**src/rtl/css_pkg.sv**
```systemverilog
package css_pkg;
  // ------------------------------------------------------------
  // command codes
  // ------------------------------------------------------------
  localparam logic [7:0] CSS_CMD_CLEAR_FAULTS = 8'h03;
  localparam logic [7:0] CSS_CMD_SUMMARY_BYTE = 8'h78;
  localparam logic [7:0] CSS_CMD_SUMMARY_WORD = 8'h79;
  localparam logic [7:0] CSS_CMD_VOLT_FLAGS = 8'h7a;

  // ------------------------------------------------------------
  // reset values
  // ------------------------------------------------------------
  localparam logic [15:0] CSS_WORD_RESET = 16'h0000;
  localparam logic [7:0] CSS_VOLT_RESET = 8'h00;

  // ------------------------------------------------------------
  // summary byte bit positions
  // ------------------------------------------------------------
  localparam int CSS_B_BUSY = 7;
  localparam int CSS_B_OFF = 6;
  localparam int CSS_B_OV = 5;
  localparam int CSS_B_OC = 4;
  localparam int CSS_B_UV = 3;
  localparam int CSS_B_TEMP = 2;
  localparam int CSS_B_COMM = 1;
  localparam int CSS_B_OTHER = 0;
  // upper byte of the status word
  localparam int CSS_W_VGRP = 15;
  localparam int CSS_W_IGRP = 14;
  localparam int CSS_W_INPUT = 13;
  localparam int CSS_W_VENDOR = 12;
  localparam int CSS_W_NOTRDY = 11;
  // output voltage flags
  localparam int CSS_V_OVF = 7;
  localparam int CSS_V_UVF = 4;
  localparam int CSS_V_MAXW = 3;

  // ------------------------------------------------------------
  // event carrier: one-cycle pulses from the converter logic
  // ------------------------------------------------------------
  typedef struct packed {
    logic ov_fault;
    logic uv_fault;
    logic max_warn;
    logic oc_fault;
    logic oc_warn;
    logic vin_lockout;
    logic vin_other;
    logic temp_event;
    logic comm_memory_logic_fault;
    logic vendor_fault;
  } css_evt_s;

  // host read request
  typedef struct packed {
    logic rd;
    logic [7:0] cmd;
  } css_req_s;
endpackage : css_pkg

```
**src/rtl/css_status.sv**
```systemverilog
module css_status
  import css_pkg::*;
(
  // clock and reset
  input wire logic ref_clk,
  input wire logic rst_n,
  // converter events, same clock domain
  input wire css_evt_s evt,
  input wire logic output_powered,
  // pin from outside
  input wire logic power_ready_pin,
  // host command port
  input wire css_req_s req,
  input wire logic wr,
  input wire logic [7:0] wr_cmd,
  // answers
  output logic [15:0] rd_data,
  output logic rd_valid,
  output logic host_alert_pin
);

  // ------------------------------------------------------------
  // reset release and pin synchronisation
  // ------------------------------------------------------------
  logic rst_meta_ff;
  logic rst_sync_ff;
  logic ready_s;

  // reset enters asynchronously, is released on the clock
  always_ff @(posedge ref_clk or negedge rst_n) begin
    if (!rst_n) begin
      rst_meta_ff <= 1'b0;
      rst_sync_ff <= 1'b0;
    end else begin
      rst_meta_ff <= 1'b1;
      rst_sync_ff <= rst_meta_ff;
    end
  end

  css_sync u_ready_sync (
    .clk(ref_clk),
    .rst_n(rst_sync_ff),
    .d(power_ready_pin),
    .q(ready_s)
  );

  // ------------------------------------------------------------
  // latched flags and raw status bits
  // ------------------------------------------------------------
  logic clr;
  logic ov_ff, oc_ff, uv_ff, temp_ff, comm_ff, other_ff;
  logic volt_grp_ff, curr_grp_ff, input_grp_ff, vendor_ff;
  logic vovf_ff, vuvf_ff, vmaxw_ff;
  logic off_ff, notrdy_ff;
  logic other_set;
  logic uv_only_ff;

  // writes other than clear-faults never reach any flag
  assign clr = wr && (wr_cmd == CSS_CMD_CLEAR_FAULTS);
  assign other_set = evt.uv_fault | evt.oc_warn | evt.vin_other | evt.max_warn | evt.vendor_fault;

  // summary byte flags; a set in the clear cycle wins
  always_ff @(posedge ref_clk or negedge rst_sync_ff) begin
    if (!rst_sync_ff) begin
      ov_ff <= 1'b0;
      oc_ff <= 1'b0;
      uv_ff <= 1'b0;
      temp_ff <= 1'b0;
      comm_ff <= 1'b0;
      other_ff <= 1'b0;
    end else begin
      ov_ff <= evt.ov_fault | (ov_ff & ~clr);
      oc_ff <= evt.oc_fault | (oc_ff & ~clr);
      uv_ff <= evt.vin_lockout | (uv_ff & ~clr);
      temp_ff <= evt.temp_event | (temp_ff & ~clr);
      comm_ff <= evt.comm_memory_logic_fault | (comm_ff & ~clr);
      other_ff <= other_set | (other_ff & ~clr);
    end
  end

  // upper byte group flags
  always_ff @(posedge ref_clk or negedge rst_sync_ff) begin
    if (!rst_sync_ff) begin
      volt_grp_ff <= 1'b0;
      curr_grp_ff <= 1'b0;
      input_grp_ff <= 1'b0;
      vendor_ff <= 1'b0;
    end else begin
      volt_grp_ff <= evt.ov_fault | evt.uv_fault | evt.max_warn | (volt_grp_ff & ~clr);
      curr_grp_ff <= evt.oc_fault | evt.oc_warn | (curr_grp_ff & ~clr);
      input_grp_ff <= evt.vin_lockout | evt.vin_other | (input_grp_ff & ~clr);
      vendor_ff <= evt.vendor_fault | (vendor_ff & ~clr);
    end
  end

  // output voltage flag byte
  always_ff @(posedge ref_clk or negedge rst_sync_ff) begin
    if (!rst_sync_ff) begin
      vovf_ff <= 1'b0;
      vuvf_ff <= 1'b0;
      vmaxw_ff <= 1'b0;
    end else begin
      vovf_ff <= evt.ov_fault | (vovf_ff & ~clr);
      vuvf_ff <= evt.uv_fault | (vuvf_ff & ~clr);
      vmaxw_ff <= evt.max_warn | (vmaxw_ff & ~clr);
    end
  end

  // raw status, refreshed every cycle, never latched
  always_ff @(posedge ref_clk or negedge rst_sync_ff) begin
    if (!rst_sync_ff) begin
      off_ff <= 1'b0;
      notrdy_ff <= 1'b0;
    end else begin
      off_ff <= ~output_powered;
      notrdy_ff <= ~ready_s;
    end
  end

  // ------------------------------------------------------------
  // register images
  // ------------------------------------------------------------
  logic [7:0] summary;
  logic [15:0] word_img;
  logic [7:0] volt_img;

  // one summary image feeds both the byte and word reads
  always_comb begin
    summary = 8'h00;
    summary[CSS_B_BUSY] = 1'b0;
    summary[CSS_B_OFF] = off_ff;
    summary[CSS_B_OV] = ov_ff;
    summary[CSS_B_OC] = oc_ff;
    summary[CSS_B_UV] = uv_ff;
    summary[CSS_B_TEMP] = temp_ff;
    summary[CSS_B_COMM] = comm_ff;
    summary[CSS_B_OTHER] = other_ff;
    word_img = CSS_WORD_RESET; // bits 10..8 stay zero
    word_img[7:0] = summary;
    word_img[CSS_W_VGRP] = volt_grp_ff;
    word_img[CSS_W_IGRP] = curr_grp_ff;
    word_img[CSS_W_INPUT] = input_grp_ff;
    word_img[CSS_W_VENDOR] = vendor_ff;
    word_img[CSS_W_NOTRDY] = notrdy_ff;
    volt_img = CSS_VOLT_RESET;
    volt_img[CSS_V_OVF] = vovf_ff;
    volt_img[CSS_V_UVF] = vuvf_ff;
    volt_img[CSS_V_MAXW] = vmaxw_ff;
  end

  // ------------------------------------------------------------
  // read port
  // ------------------------------------------------------------
  // unmapped commands answer with zero data and a valid strobe
  always_ff @(posedge ref_clk or negedge rst_sync_ff) begin
    if (!rst_sync_ff) begin
      rd_data <= CSS_WORD_RESET;
      rd_valid <= 1'b0;
    end else begin
      rd_valid <= req.rd;
      if (req.rd) begin
        unique case (req.cmd)
          CSS_CMD_SUMMARY_BYTE: rd_data <= {8'h00, summary};
          CSS_CMD_SUMMARY_WORD: rd_data <= word_img;
          CSS_CMD_VOLT_FLAGS: rd_data <= {8'h00, volt_img};
          default: rd_data <= 16'h0000;
        endcase
      end
    end
  end

  // ------------------------------------------------------------
  // alert
  // ------------------------------------------------------------
  // alert follows the latches, so it drops only on clear-faults
  always_ff @(posedge ref_clk or negedge rst_sync_ff) begin
    if (!rst_sync_ff) begin
      host_alert_pin <= 1'b0;
    end else begin
      host_alert_pin <= ov_ff | oc_ff | temp_ff | comm_ff | other_ff | vendor_ff |
                        curr_grp_ff | volt_grp_ff | (input_grp_ff & ~uv_only_ff);
    end
  end

  // tracks whether the input group was raised by undervoltage alone
  always_ff @(posedge ref_clk or negedge rst_sync_ff) begin
    if (!rst_sync_ff) begin
      uv_only_ff <= 1'b1;
    end else if (evt.vin_other) begin
      uv_only_ff <= 1'b0;
    end else if (clr) begin
      uv_only_ff <= 1'b1;
    end
  end
endmodule : css_status

```
**src/rtl/css_sync.sv**
```systemverilog
module css_sync
  import css_pkg::*;
(
  // clock and reset
  input wire logic clk,
  input wire logic rst_n,
  // level crossing
  input wire logic d,
  output logic q
);
  logic meta_ff;

  // two-stage synchroniser; only the second stage is read outside
  always_ff @(posedge clk or negedge rst_n) begin
    if (!rst_n) begin
      meta_ff <= 1'b0;
      q <= 1'b0;
    end else begin
      meta_ff <= d;
      q <= meta_ff;
    end
  end
endmodule : css_sync

```
**config.mk**
```make
export PLATFORM = sky130hd
export DESIGN_NAME = css_status
export DESIGN_NICKNAME = d
export VERILOG_FILES = /design/src/rtl/css_pkg.sv /design/src/rtl/css_status.sv /design/src/rtl/css_sync.sv
export SDC_FILE = /design/constraint.sdc
export NUM_CORES = 1
export LEC_CHECK = 0
export BUFFER_PORTS_ARGS = -buffer_cell sky130_fd_sc_hd__buf_2
export CAP_MARGIN = 15
export CORE_MARGIN = 5
export CORE_UTILIZATION = 30
export CTS_CLUSTER_SIZE = 25
export DETAILED_ROUTE_END_ITERATION = 16
export PLACE_DENSITY_LB_ADDON = 0.15
export SLEW_MARGIN = 20
export SYNTH_ARGS = -nofsm -noshare
export SYNTH_HDL_FRONTEND = slang
export SYNTH_SLANG_ARGS = --single-unit
export TNS_END_PERCENT = 20
```
**constraint.sdc**
```tcl
create_clock -name ref_clk -period 1.8 [get_ports ref_clk]
set_input_delay 0.18 -clock ref_clk [delete_from_list [all_inputs] [get_ports ref_clk]]
set_output_delay 0.18 -clock ref_clk [all_outputs]
set_load 0.02 [all_outputs]
```
# Word-level counts from Yosys, hierarchy flattened
# Index checks and enable logic that the tools add are counted.
# classes
eq_ne	4
n_mux	3
bitwise	47
reduce_logical	2
# ops
op	count
$pmux 16 s3	1
$or 1x1->1	29
$eq 8x7->1 const B	3
$and 1x1->1	14
$eq 8x2->1 const B	1
$not 1->1	4
$mux 1	2
$reduce_bool 2->1	1
$logic_and 1x1->1	1
# totals
register_bits	38
inputBits	32
output_inout_bits	18
wordCells	79

# Depth between registers and ports, before layout
# Gate-level depths: netlist (run 1).
# depth
depth_word	8
depth_mapped	4

# Hierarchy
# Synthesis (run 1) repeated with hierarchy kept, for this count alone.
# hier_totals
hier_cells	93
area_unflattened_um2	1296.2
# by_module_without_submodules
module	instances	cells_each	area_per_inst_um2
css_status	1	91	1246.2
css_sync	1	2	50.0

# Worst setup path before layout (run 1)
# Ideal clock, no wire load.
# synth_timing
kind	input to register
startpoint	input wr_cmd[2]
endpoint	register volt_grp_ff
setup_ns	0.129
t_arrival_ns	1.032
t_required_ns	1.671
setup_slack_ns	0.639
cell_stages	3
path_buffers	0
cell_sequence	nor4_2 -> nand4b_1 -> a2111o_1
# synth_via
elab_chain_cells	5
# synth_rtl
element	line_no	text
start: declaration	css_status.sv:15	input wire logic [7:0] wr_cmd,
$eq 8x2->1	css_status.sv:59	assign clr = wr && (wr_cmd == CSS_CMD_CLEAR_FAULTS);
$logic_and 1x1->1	css_status.sv:59	
$not 1->1	css_status.sv:89	volt_grp_ff <= evt.ov_fault | evt.uv_fault | evt.max_warn | (volt_grp_ff & ~clr);
$and 1x1->1	css_status.sv:89	
$or 1x1->1	css_status.sv:89	
end signal: assignment	css_status.sv:89	
end: declaration	css_status.sv:52	logic volt_grp_ff, curr_grp_ff, input_grp_ff, vendor_ff;
# Every way passes these cells.
# A chain may end at the register's enable or synchronous reset.

# Worst setup path in the final report (run 1)
# Ends and elaborated chain as after synthesis.

==> impl_metrics.env, run 1 <==
export IMPL_start_util_pct=30.4
export IMPL_antenna_found_initial=0
export IMPL_syn_avg_cell_area_um2=13.9
export IMPL_cts_path_max_buffers=2
export IMPL_globalplace_congestion=0.742
export IMPL_die_x_um=75.7
export IMPL_yosysTopAreaCell="dfrtp_1"
export IMPL_drt_initial_drc_count=45
export IMPL_cts_sinks=35
export IMPL_cts_tree="built"
export IMPL_syn_to_final_growth_pct=30.2
export IMPL_synth_cells=93
export IMPL_wl_um=2820
export IMPL_ys_top_cells_by_area="dfrtp_1 (66%), a22o_1 (6.8%), a21o_1 (5.2%)"
export IMPL_floorplan_die_area_um2=5740
export IMPL_final_common_cell="buf_2"
export IMPL_routedWlPerCell_um=14.3
export IMPL_h_tree_depth=2
export IMPL_drt_drc_violations_left=0
export IMPL_drive_above_1_share_pct=39.0
export IMPL_drv_cap=0
export IMPL_total_power_mw=1.40
export IMPL_clk_pin_slew_ns=0.06
export IMPL_slew_violations=0
export IMPL_multi_input_area_um2=380
export IMPL_grt_start_max_net_pins=20
export IMPL_path_buf_inv=1
export IMPL_fin_skew_ns=0.00506
export IMPL_crit_required_ns=1.96
export IMPL_seqCellArea_um2=877
export IMPL_yosysTopAreaCellShare_pct=65.6
export IMPL_fin_nets=179
export IMPL_finalSetupViolCount=0
export IMPL_via_per_inst=4.71
export IMPL_final_hold_viol_count=0
export IMPL_core_um2=4260
export IMPL_path_depth=4
export IMPL_p_leak_nw=0.780
export IMPL_hold_path_depth=1
export IMPL_start_kind="input pin"
export IMPL_critPathCaptureType="flip-flop"
export IMPL_fin_crit_ns=1.25
export IMPL_finalSetupTns_ns=0
export IMPL_finalInstanceArea_um2=1690
export IMPL_max_slew_margin_pct=57.0
export IMPL_rsz0062_at_grt="no"
export IMPL_max_flop_register="rd_data"
export IMPL_portBuffers=46
export IMPL_ys_warn_count=0
export IMPL_peakVddDrop_mv=0.373
export IMPL_swShare_pct=21.7
export IMPL_syn_area_um2=1300
export IMPL_grt_pass1_vias=1004
export IMPL_final_cell_mix="buf_2 (46), dfrtp_1 (34), a22o_1 (10)"
export IMPL_grt_ovfl_total=0
export IMPL_dieHeight_um=75.7
export IMPL_nFillCells=443
export IMPL_r2r_cells=2
export IMPL_io_pins=50
export IMPL_slowest_delay_ns=0.50
export IMPL_path_cells="buf_2 > nor4_2 > nand4b_1 > a2111o_1"
export IMPL_p_per_area_nw_per_um2=828
export IMPL_fmax_mhz=800
export IMPL_post_cts_buffers=0
export IMPL_clk_latency_ns=0.28
export IMPL_arrival_ns=1.41
export IMPL_hold_class="in2reg"
export IMPL_status="complete, no violations"
export IMPL_hpwl_um=2250
export IMPL_synth_seq_area_share_pct=67.7
export IMPL_ys_types=23
export IMPL_critical_path_top_delay_family="simple AND/OR/NAND/NOR gates"
export IMPL_hold_ws_ns=0.0282
export IMPL_grt_first_pass_wirelength_um=4570
export IMPL_via_count=933
export IMPL_ant_nets=0
export IMPL_first_pass_iters=3
export IMPL_ys_ff_latch=35
export IMPL_n_antenna_cell=0
export IMPL_pwr_share_comb_pct=6.3
export IMPL_critPathKind="in2reg"
export IMPL_postPlaceCellArea_um2=1600
export IMPL_row_count=24
export IMPL_path_max_fanout=9
export IMPL_clockPowerShare_pct=36.0
export IMPL_p_int_mw=1.10
export IMPL_p_switching_uw=303
export IMPL_clockRootBuffer="clkbuf_8"
export IMPL_max_slew_worst_pin_slew_ns=0.645
export IMPL_cpMaxStageDelayCell="a2111o_1"
export IMPL_cts_buffers=5
export IMPL_grt_util_all_layers_pct=11.2
export IMPL_pwr_share_seq_pct=57.7
export IMPL_fin_crit_sh_pct=69.5
export IMPL_largest_reg_flops=13
[stage by stage]
step                      setup WS (ns)  utilization (%)  cells
final                             0.550             39.6    198
after global routing              0.413             39.6    198
after CTS                         0.542             39.6    198
after detailed placement          0.241             37.4    190
after global placement            0.290             37.4    190
after floorplan                   0.639                -     95
[metal layers]
layer	track usage [%]	up-vias	routed length, µm
li1	-	436	-
met1	13.1	460	1160
met2	17.7	31	1390
met3	3.17	6	189
met4	7.57	0	78
met5	0	-	0
[logic make-up after synthesis]
kind of cell           count (synthesis)  share of synthesized area [%]
DFF                                   35                           67.7
other                                  2                          0.579
buffers and inverters                  9                           3.57
and+or+nand+nor                       18                           10.1
AOI/OAI and AO/OA                     29                           18.0
[layout make-up]
cell class	instances	share of cell area [%]
Tap cell	52	3.85
Multi-Input combinational cell	51	22.5
Timing Repair Buffer	50	16.5
Inverter	4	0.890
Clock buffer	6	4.30
Sequential cell	35	52.0
[cells in the mapped netlist, drive strengths merged]
master,count
nand2,3
a211o,3
or3,1
a21oi,3
clkbuf,1
nand4b,2
conb,2
a21o,9
nand2b,1
inv,4
dfrtp,34
dfstp,1
o2bb2ai,3
a2111o,1
a22o,10
nor4,5
and3b,1
or4,1
nand3,1
buf,4
nor2b,3
[what timing repair did]
item / CTS / global route
hold endpoints to repair: 3 / 0
hold buffers: 2 / 0
resized for setup: 0 / 0
[worst paths after layout]
check / start / end / slack, ns
worst max-delay path: wr_cmd[2] / volt_grp_ff / 0.55
worst min-delay path: req[8] / rd_valid / 0.03
worst max register to register: volt_grp_ff / host_alert_pin / 0.87
worst min register to register: rst_sync_ff / volt_grp_ff / 0.27
max in group asynchronous: rst_sync_ff / rd_data[6] / 1.01
min in group asynchronous: rst_n / rst_sync_ff / 0.21
[power by group through the flow]
stage	logic [mW]	clock network, mW	registers, mW
floorplan	0.0281	0	0.828
global placement	0.0853	0	0.821
detailed placement	0.0868	0	0.822
CTS	0.0905	0.520	0.807
global route	0.0998	0.558	0.808
finish	0.0886	0.503	0.806
No activity file was read; power rests on OpenSTA's default activity.
==> run 2, diff against run 1 <==
--- a/config.mk
+++ b/config.mk
@@ -5,6 +5,7 @@
 export SDC_FILE = /design/constraint.sdc
 export NUM_CORES = 1
 export LEC_CHECK = 0
+export ABC_AREA = 1
 export BUFFER_PORTS_ARGS = -buffer_cell sky130_fd_sc_hd__buf_2
 export CAP_MARGIN = 15
 export CORE_MARGIN = 5
==> constraint.sdc (replaced) <==
create_clock -name ref_clk -period 1.1 [get_ports ref_clk]
set_input_delay 0.11 -clock ref_clk [delete_from_list [all_inputs] [get_ports ref_clk]]
set_output_delay 0.11 -clock ref_clk [all_outputs]
set_load 0.02 [all_outputs]
==> run 2 against run 1 <==
Net effect: clock skew shrank 0.0025 ns; total power grew 69%; synthesized area grew 9.9%; die area grew 8.6%.
==> impl_metrics.env, run 2 <==
export IMPL_fin_skew_ns=0.00259
export IMPL_io_pins=50
export IMPL_hold_class="in2reg"
export IMPL_routedWlPerCell_um=11.5
export IMPL_synth_commonest_cells="nand2_1 (60), dfrtp_1 (34), inv_1 (16)"
export IMPL_portBuffers=46
export IMPL_critPathKind="in2reg"
export IMPL_p_per_area_nw_per_um2=1280
export IMPL_final_cell_mix="nand2_1 (60), buf_2 (46), dfrtp_1 (34)"
export IMPL_ant_nets=0
export IMPL_status="complete, no violations"
export IMPL_clockRootBuffer="clkbuf_8"
export IMPL_post_cts_resized=0
export IMPL_finalSetupViolCount=0
export IMPL_clk_latency_ns=0.28
export IMPL_fmax_mhz=1050
export IMPL_hold_ws_ns=0.0186
export IMPL_drive_above_1_share_pct=29.7
export IMPL_grt_pass1_vias=1139
export IMPL_ys_types=20
export IMPL_slew_violations=0
export IMPL_path_buf_inv=2
export IMPL_peakVddDrop_mv=0.397
export IMPL_drv_cap=0
export IMPL_cts_hold_buf=4
export IMPL_cts_buffers=5
export IMPL_dp_cells=251
export IMPL_p_switching_uw=531
export IMPL_ys_ff_latch=35
export IMPL_final_cells=263
export IMPL_crit_required_ns=1.26
export IMPL_dp_slack_ns=0.0597
export IMPL_drt_initial_drc_count=33
export IMPL_syn_to_final_growth_pct=28.8
export IMPL_p_leak_nw=1.00
export IMPL_fin_nets=240
export IMPL_synthFlopType="dfrtp_1"
export IMPL_critical_path_top_delay_family="buffers and inverters"
export IMPL_rsz0062_at_grt="no"
export IMPL_drt_drc_violations_left=0
export IMPL_ys_warn_count=0
export IMPL_cts_path_max_buffers=2
export IMPL_final_common_cell="nand2_1"
export IMPL_via_count=1120
export IMPL_globalplace_congestion=0.700
export IMPL_first_pass_iters=4
export IMPL_floorplan_die_area_um2=6230
export IMPL_grt_start_max_net_pins=34
export IMPL_pwr_share_seq_pct=55.6
export IMPL_fin_crit_sh_pct=86.9
export IMPL_swShare_pct=22.5
export IMPL_final_hold_viol_count=0
export IMPL_h_tree_depth=2
export IMPL_start_util_pct=30.6
export IMPL_synth_most_common_cell="nand2_1"
export IMPL_critPathCaptureType="flip-flop"
export IMPL_row_count=25
export IMPL_path_max_fanout=3
export IMPL_yosysTopAreaCellShare_pct=59.7
export IMPL_clk_pin_slew_ns=0.06
export IMPL_die_x_um=78.9
export IMPL_cpMaxStageDelayCell="dlygate4sd3_1"
export IMPL_cts_tree="built"
export IMPL_p_int_mw=1.83
export IMPL_ys_top_cells_by_area="dfrtp_1 (60%), nand2_1 (16%), inv_1 (4.2%)"
export IMPL_nFillCells=471
export IMPL_via_per_inst=4.26
export IMPL_synthArstFlopShare_pct=100
export IMPL_syn_area_um2=1430
export IMPL_synth_seq_area_share_pct=61.5
export IMPL_yosysTopAreaCell="dfrtp_1"
export IMPL_post_cts_buffers=0
export IMPL_grt_util_all_layers_pct=10.8
export IMPL_clockPowerShare_pct=36.5
export IMPL_worst_slack_ns=0.144
export IMPL_fin_crit_ns=0.956
export IMPL_wl_um=3030
export IMPL_core_um2=4660
export IMPL_dieHeight_um=78.9
export IMPL_largest_reg_flops=13
export IMPL_grt_ovfl_total=0
export IMPL_antenna_found_initial=0
export IMPL_start_kind="input pin"
export IMPL_cts_sinks=35
export IMPL_arrival_ns=1.12
export IMPL_max_flop_register="rd_data"
export IMPL_synth_cells=153
export IMPL_pwr_share_comb_pct=7.9
export IMPL_hpwl_um=2400
export IMPL_syn_avg_cell_area_um2=9.31
export IMPL_grt_first_pass_wirelength_um=5250
export IMPL_slowest_delay_ns=0.52
export IMPL_path_cells="dlygate4sd3_1 > buf_2 > nor3_1 > nand3_1"
export IMPL_n_antenna_cell=0
export IMPL_synth_edf_count=0
export IMPL_finalSetupTns_ns=0
[run 2: changes by cell type after synthesis, sizes merged, moves of 3 or more]
| cell | change |
|---|---|
| nand2 | +58 |
| nor2b | -3 |
| nand3 | +9 |
| a21o | -9 |
| nor4 | -3 |
| inv | +12 |
| a211o | -3 |
| o21ai | +11 |
| nor2 | +6 |
| a22o | -10 |
| o2bb2ai | -3 |
[run 2: cell type report]
class	count	area, µm²	area share [%]
well taps	54	67.6	3.68
inverters	16	60.1	3.27
multi-input cells	98	452	24.6
clock buffers	7	76.3	4.16
flip-flops and latches	35	877	47.8
repair buffers	52	298	16.2
clock inverters	1	5.00	0.273
[run 2: worst register-to-register path: cells and delay by family (launching register included)]
kind	cells	cell delay, ns
flops	1	0.40
simple gates	2	0.41
[run 2: final timing paths]
kind / from / endpoint / slack, ns / cells after the start
max: evt[3] / other_ff / 0.14 / 4
min: evt[2] / temp_ff / 0.02 / 3
max in group asynchronous: rst_sync_ff / uv_only_ff / 0.64 / 1
min in group asynchronous: rst_n / rst_meta_ff / 0.14 / 2
min reg2reg: rst_sync_ff / notrdy_ff / 0.23 / 1
max reg2reg: vendor_ff / host_alert_pin / 0.16 / 2
[run 2: metal layers]
metal	part of all wire [%]	track usage, %	vias up
li1	-	-	577
met3	5.5	3.85	7
met5	0	0	-
met1	42	12.6	509
met4	1.9	4.12	0
met2	50	18.1	27
[run 2: power groups by stage]
stage | registers [mW] | logic, mW | clock network (mW)
CTS | 1.31 | 0.191 | 0.893
finish | 1.31 | 0.187 | 0.860
floorplan | 1.35 | 0.0713 | 0
global route | 1.31 | 0.213 | 0.958
detailed placement | 1.34 | 0.180 | 0
global placement | 1.33 | 0.175 | 0
[run 2: kinds of logic (layout without fill, tap and decap cells)]
logic type / Yosys count / after routing / synth area share [%]
AND/OR/NAND/NOR: 82 / 82 / 25.6
AO/OA/AOI/OAI: 12 / 12 / 5.00
buffers and inverters: 22 / 76 / 7.29
other: 2 / 4 / 0.527
flip-flops: 35 / 35 / 61.5
[run 2: stage by stage]
stage	total power [mW]	cell area (µm²)	util (%)
after floorplan	1.43	1430	-
after global placement	1.51	1710	36.8
after detailed placement	1.52	1710	36.8
after CTS	2.40	1840	39.4
after global routing	2.48	1840	39.4
final	2.36	1840	39.4
==> run 3, diff against run 2 <==
--- a/config.mk
+++ b/config.mk
@@ -8,6 +8,7 @@
 export ABC_AREA = 1
 export BUFFER_PORTS_ARGS = -buffer_cell sky130_fd_sc_hd__buf_2
 export CAP_MARGIN = 15
+export CORE_ASPECT_RATIO = 0.8
 export CORE_MARGIN = 5
 export CORE_UTILIZATION = 30
 export CTS_CLUSTER_SIZE = 25
==> run 3 against run 2 <==
Net effect: register-to-register slack lost 0.03 ns; total power increased by 5.7%; sequential cell count did not move; maximum frequency is 4.9% lower; non-clock buffer count is 1 higher; combinational power shrank 3%; critical endpoint unchanged.
==> impl_metrics.env, run 3 (same netlist as run 2, synthesis figures left out) <==
export IMPL_status="complete, no violations"
export IMPL_portBuffers=46
export IMPL_fin_crit_ns=1.01
export IMPL_cts_path_max_buffers=2
export IMPL_routedWlPerCell_um=11.4
export IMPL_clk_pin_slew_ns=0.07
export IMPL_seqCellArea_um2=877
export IMPL_drive_above_1_share_pct=30.5
export IMPL_slew_violations=0
export IMPL_clk_latency_ns=0.28
export IMPL_largest_reg_flops=13
export IMPL_fin_crit_sh_pct=91.4
export IMPL_drv_cap=0
export IMPL_globalplace_congestion=0.708
export IMPL_fin_skew_ns=0.00162
export IMPL_fin_nets=241
export IMPL_arrival_ns=1.16
export IMPL_path_buf_inv=2
export IMPL_grt_first_pass_wirelength_um=5260
export IMPL_multi_input_area_um2=452
export IMPL_peakVddDrop_mv=0.752
export IMPL_dieHeight_um=71.6
export IMPL_row_count=22
export IMPL_drt_drc_violations_left=0
export IMPL_cpMaxStageDelayCell="dlygate4sd3_1"
export IMPL_critical_path_top_delay_family="buffers and inverters"
export IMPL_final_hold_viol_count=0
export IMPL_path_max_fanout=3
export IMPL_clockRootBuffer="clkbuf_8"
export IMPL_grt_ovfl_total=0
export IMPL_slowest_delay_ns=0.53
export IMPL_rsz0062_at_grt="no"
export IMPL_cts_tree="built"
export IMPL_n_antenna_cell=0
export IMPL_critPathKind="in2reg"
export IMPL_final_common_cell="nand2_1"
export IMPL_antenna_found_initial=0
export IMPL_h_tree_depth=2
export IMPL_max_flop_register="rd_data"
export IMPL_critPathCaptureType="flip-flop"
export IMPL_grt_start_max_net_pins=26
export IMPL_core_um2=4600
export IMPL_path_cells="dlygate4sd3_1 > buf_2 > nor3_1 > nand3_1"
export IMPL_die_x_um=87.1
export IMPL_wl_um=3080
export IMPL_finalSetupViolCount=0
export IMPL_via_per_inst=4.11
export IMPL_final_cell_mix="nand2_1 (60), buf_2 (46), dfrtp_1 (34)"
export IMPL_first_pass_iters=6
export IMPL_crit_required_ns=1.25
export IMPL_hpwl_um=2360
export IMPL_ant_nets=0
export IMPL_grt_pass1_vias=1141
export IMPL_drt_initial_drc_count=28
export IMPL_grt_util_all_layers_pct=10.7
export IMPL_hold_class="in2reg"
export IMPL_syn_to_final_growth_pct=31.2
export IMPL_nFillCells=477
export IMPL_via_count=1110
export IMPL_finalSetupTns_ns=0
export IMPL_final_core_util_pct=40.7
export IMPL_floorplan_die_area_um2=6240
export IMPL_cts_sinks=35
export IMPL_hold_ws_ns=0.0196
export IMPL_fmax_mhz=994
export IMPL_start_kind="input pin"
export IMPL_p_per_area_nw_per_um2=1330
export IMPL_cts_buffers=5
export IMPL_p_leak_nw=1.02
export IMPL_start_util_pct=31.0
export IMPL_io_pins=50
export IMPL_post_cts_resized=0
==> run 3: cell count changes in the layout (fill, tap and decap cells not counted), sizes merged <==
cell	previous run	this run
clkinv	1	0
clkbuf	7	8
buf	48	49
==> run 3: per-stage QoR <==
stage | total power [mW] | area, µm² | std cells | setup WS, ns
final | 2.49 | 1870 | 270 | 0.0944
after global routing | 2.62 | 1870 | 270 | 0.0464
after CTS | 2.54 | 1870 | 270 | 0.108
after detailed placement | 1.52 | 1730 | 258 | 0.0413
after global placement | 1.51 | 1730 | 258 | 0.0503
after floorplan | 1.43 | 1430 | 155 | 0.0560
==> run 3: worst reg2reg max path, cell delays in order, from the launching register on <==
cell,delay (ns)
dfrtp_1,0.41
nor4_1,0.31
nand3_1,0.12
==> run 3: final timing paths <==
check	start	end	slack, ns	cells after the start
worst max-delay path	evt[3]	other_ff	0.09	4
worst min-delay path	evt[2]	temp_ff	0.02	3
worst max register to register	curr_grp_ff	host_alert_pin	0.13	2
worst min register to register	rst_sync_ff	input_grp_ff	0.16	0
max in group asynchronous	rst_sync_ff	rd_data[0]	0.48	1
min in group asynchronous	rst_n	rst_meta_ff	0.15	2
==> run 3: layout make-up <==
cell class,instances,share of cell area [%]
repair buffers,53,16.3
well taps,60,4.02
clock buffers,8,5.35
inverters,16,3.21
flip-flops and latches,35,46.9
multi-input cells,98,24.2
==> run 3: power breakdown <==
group	leakage (nW)	internal, mW	switching (mW)
Sequential	0.396	1.30	0.0113
Clock	0.0515	0.571	0.423
Combinational	0.571	0.0792	0.103
Total	1.02	1.95	0.537
==> run 3: timing repair <==
item | 4_1_cts | 5_1_grt
setup buffers | 0 | 0
endpoints found under the hold margin | 5 | 0
hold buffers | 4 | 0
==> run 3: layer usage <==
metal | vias up | GRT usage (%) | wire length (µm)
met1 | 499 | 15.3 | 1550
met3 | 3 | 4.02 | 192
li1 | 580 | - | -
met4 | 0 | 3.11 | 16
met5 | - | 0 | 0
met2 | 28 | 15.1 | 1320
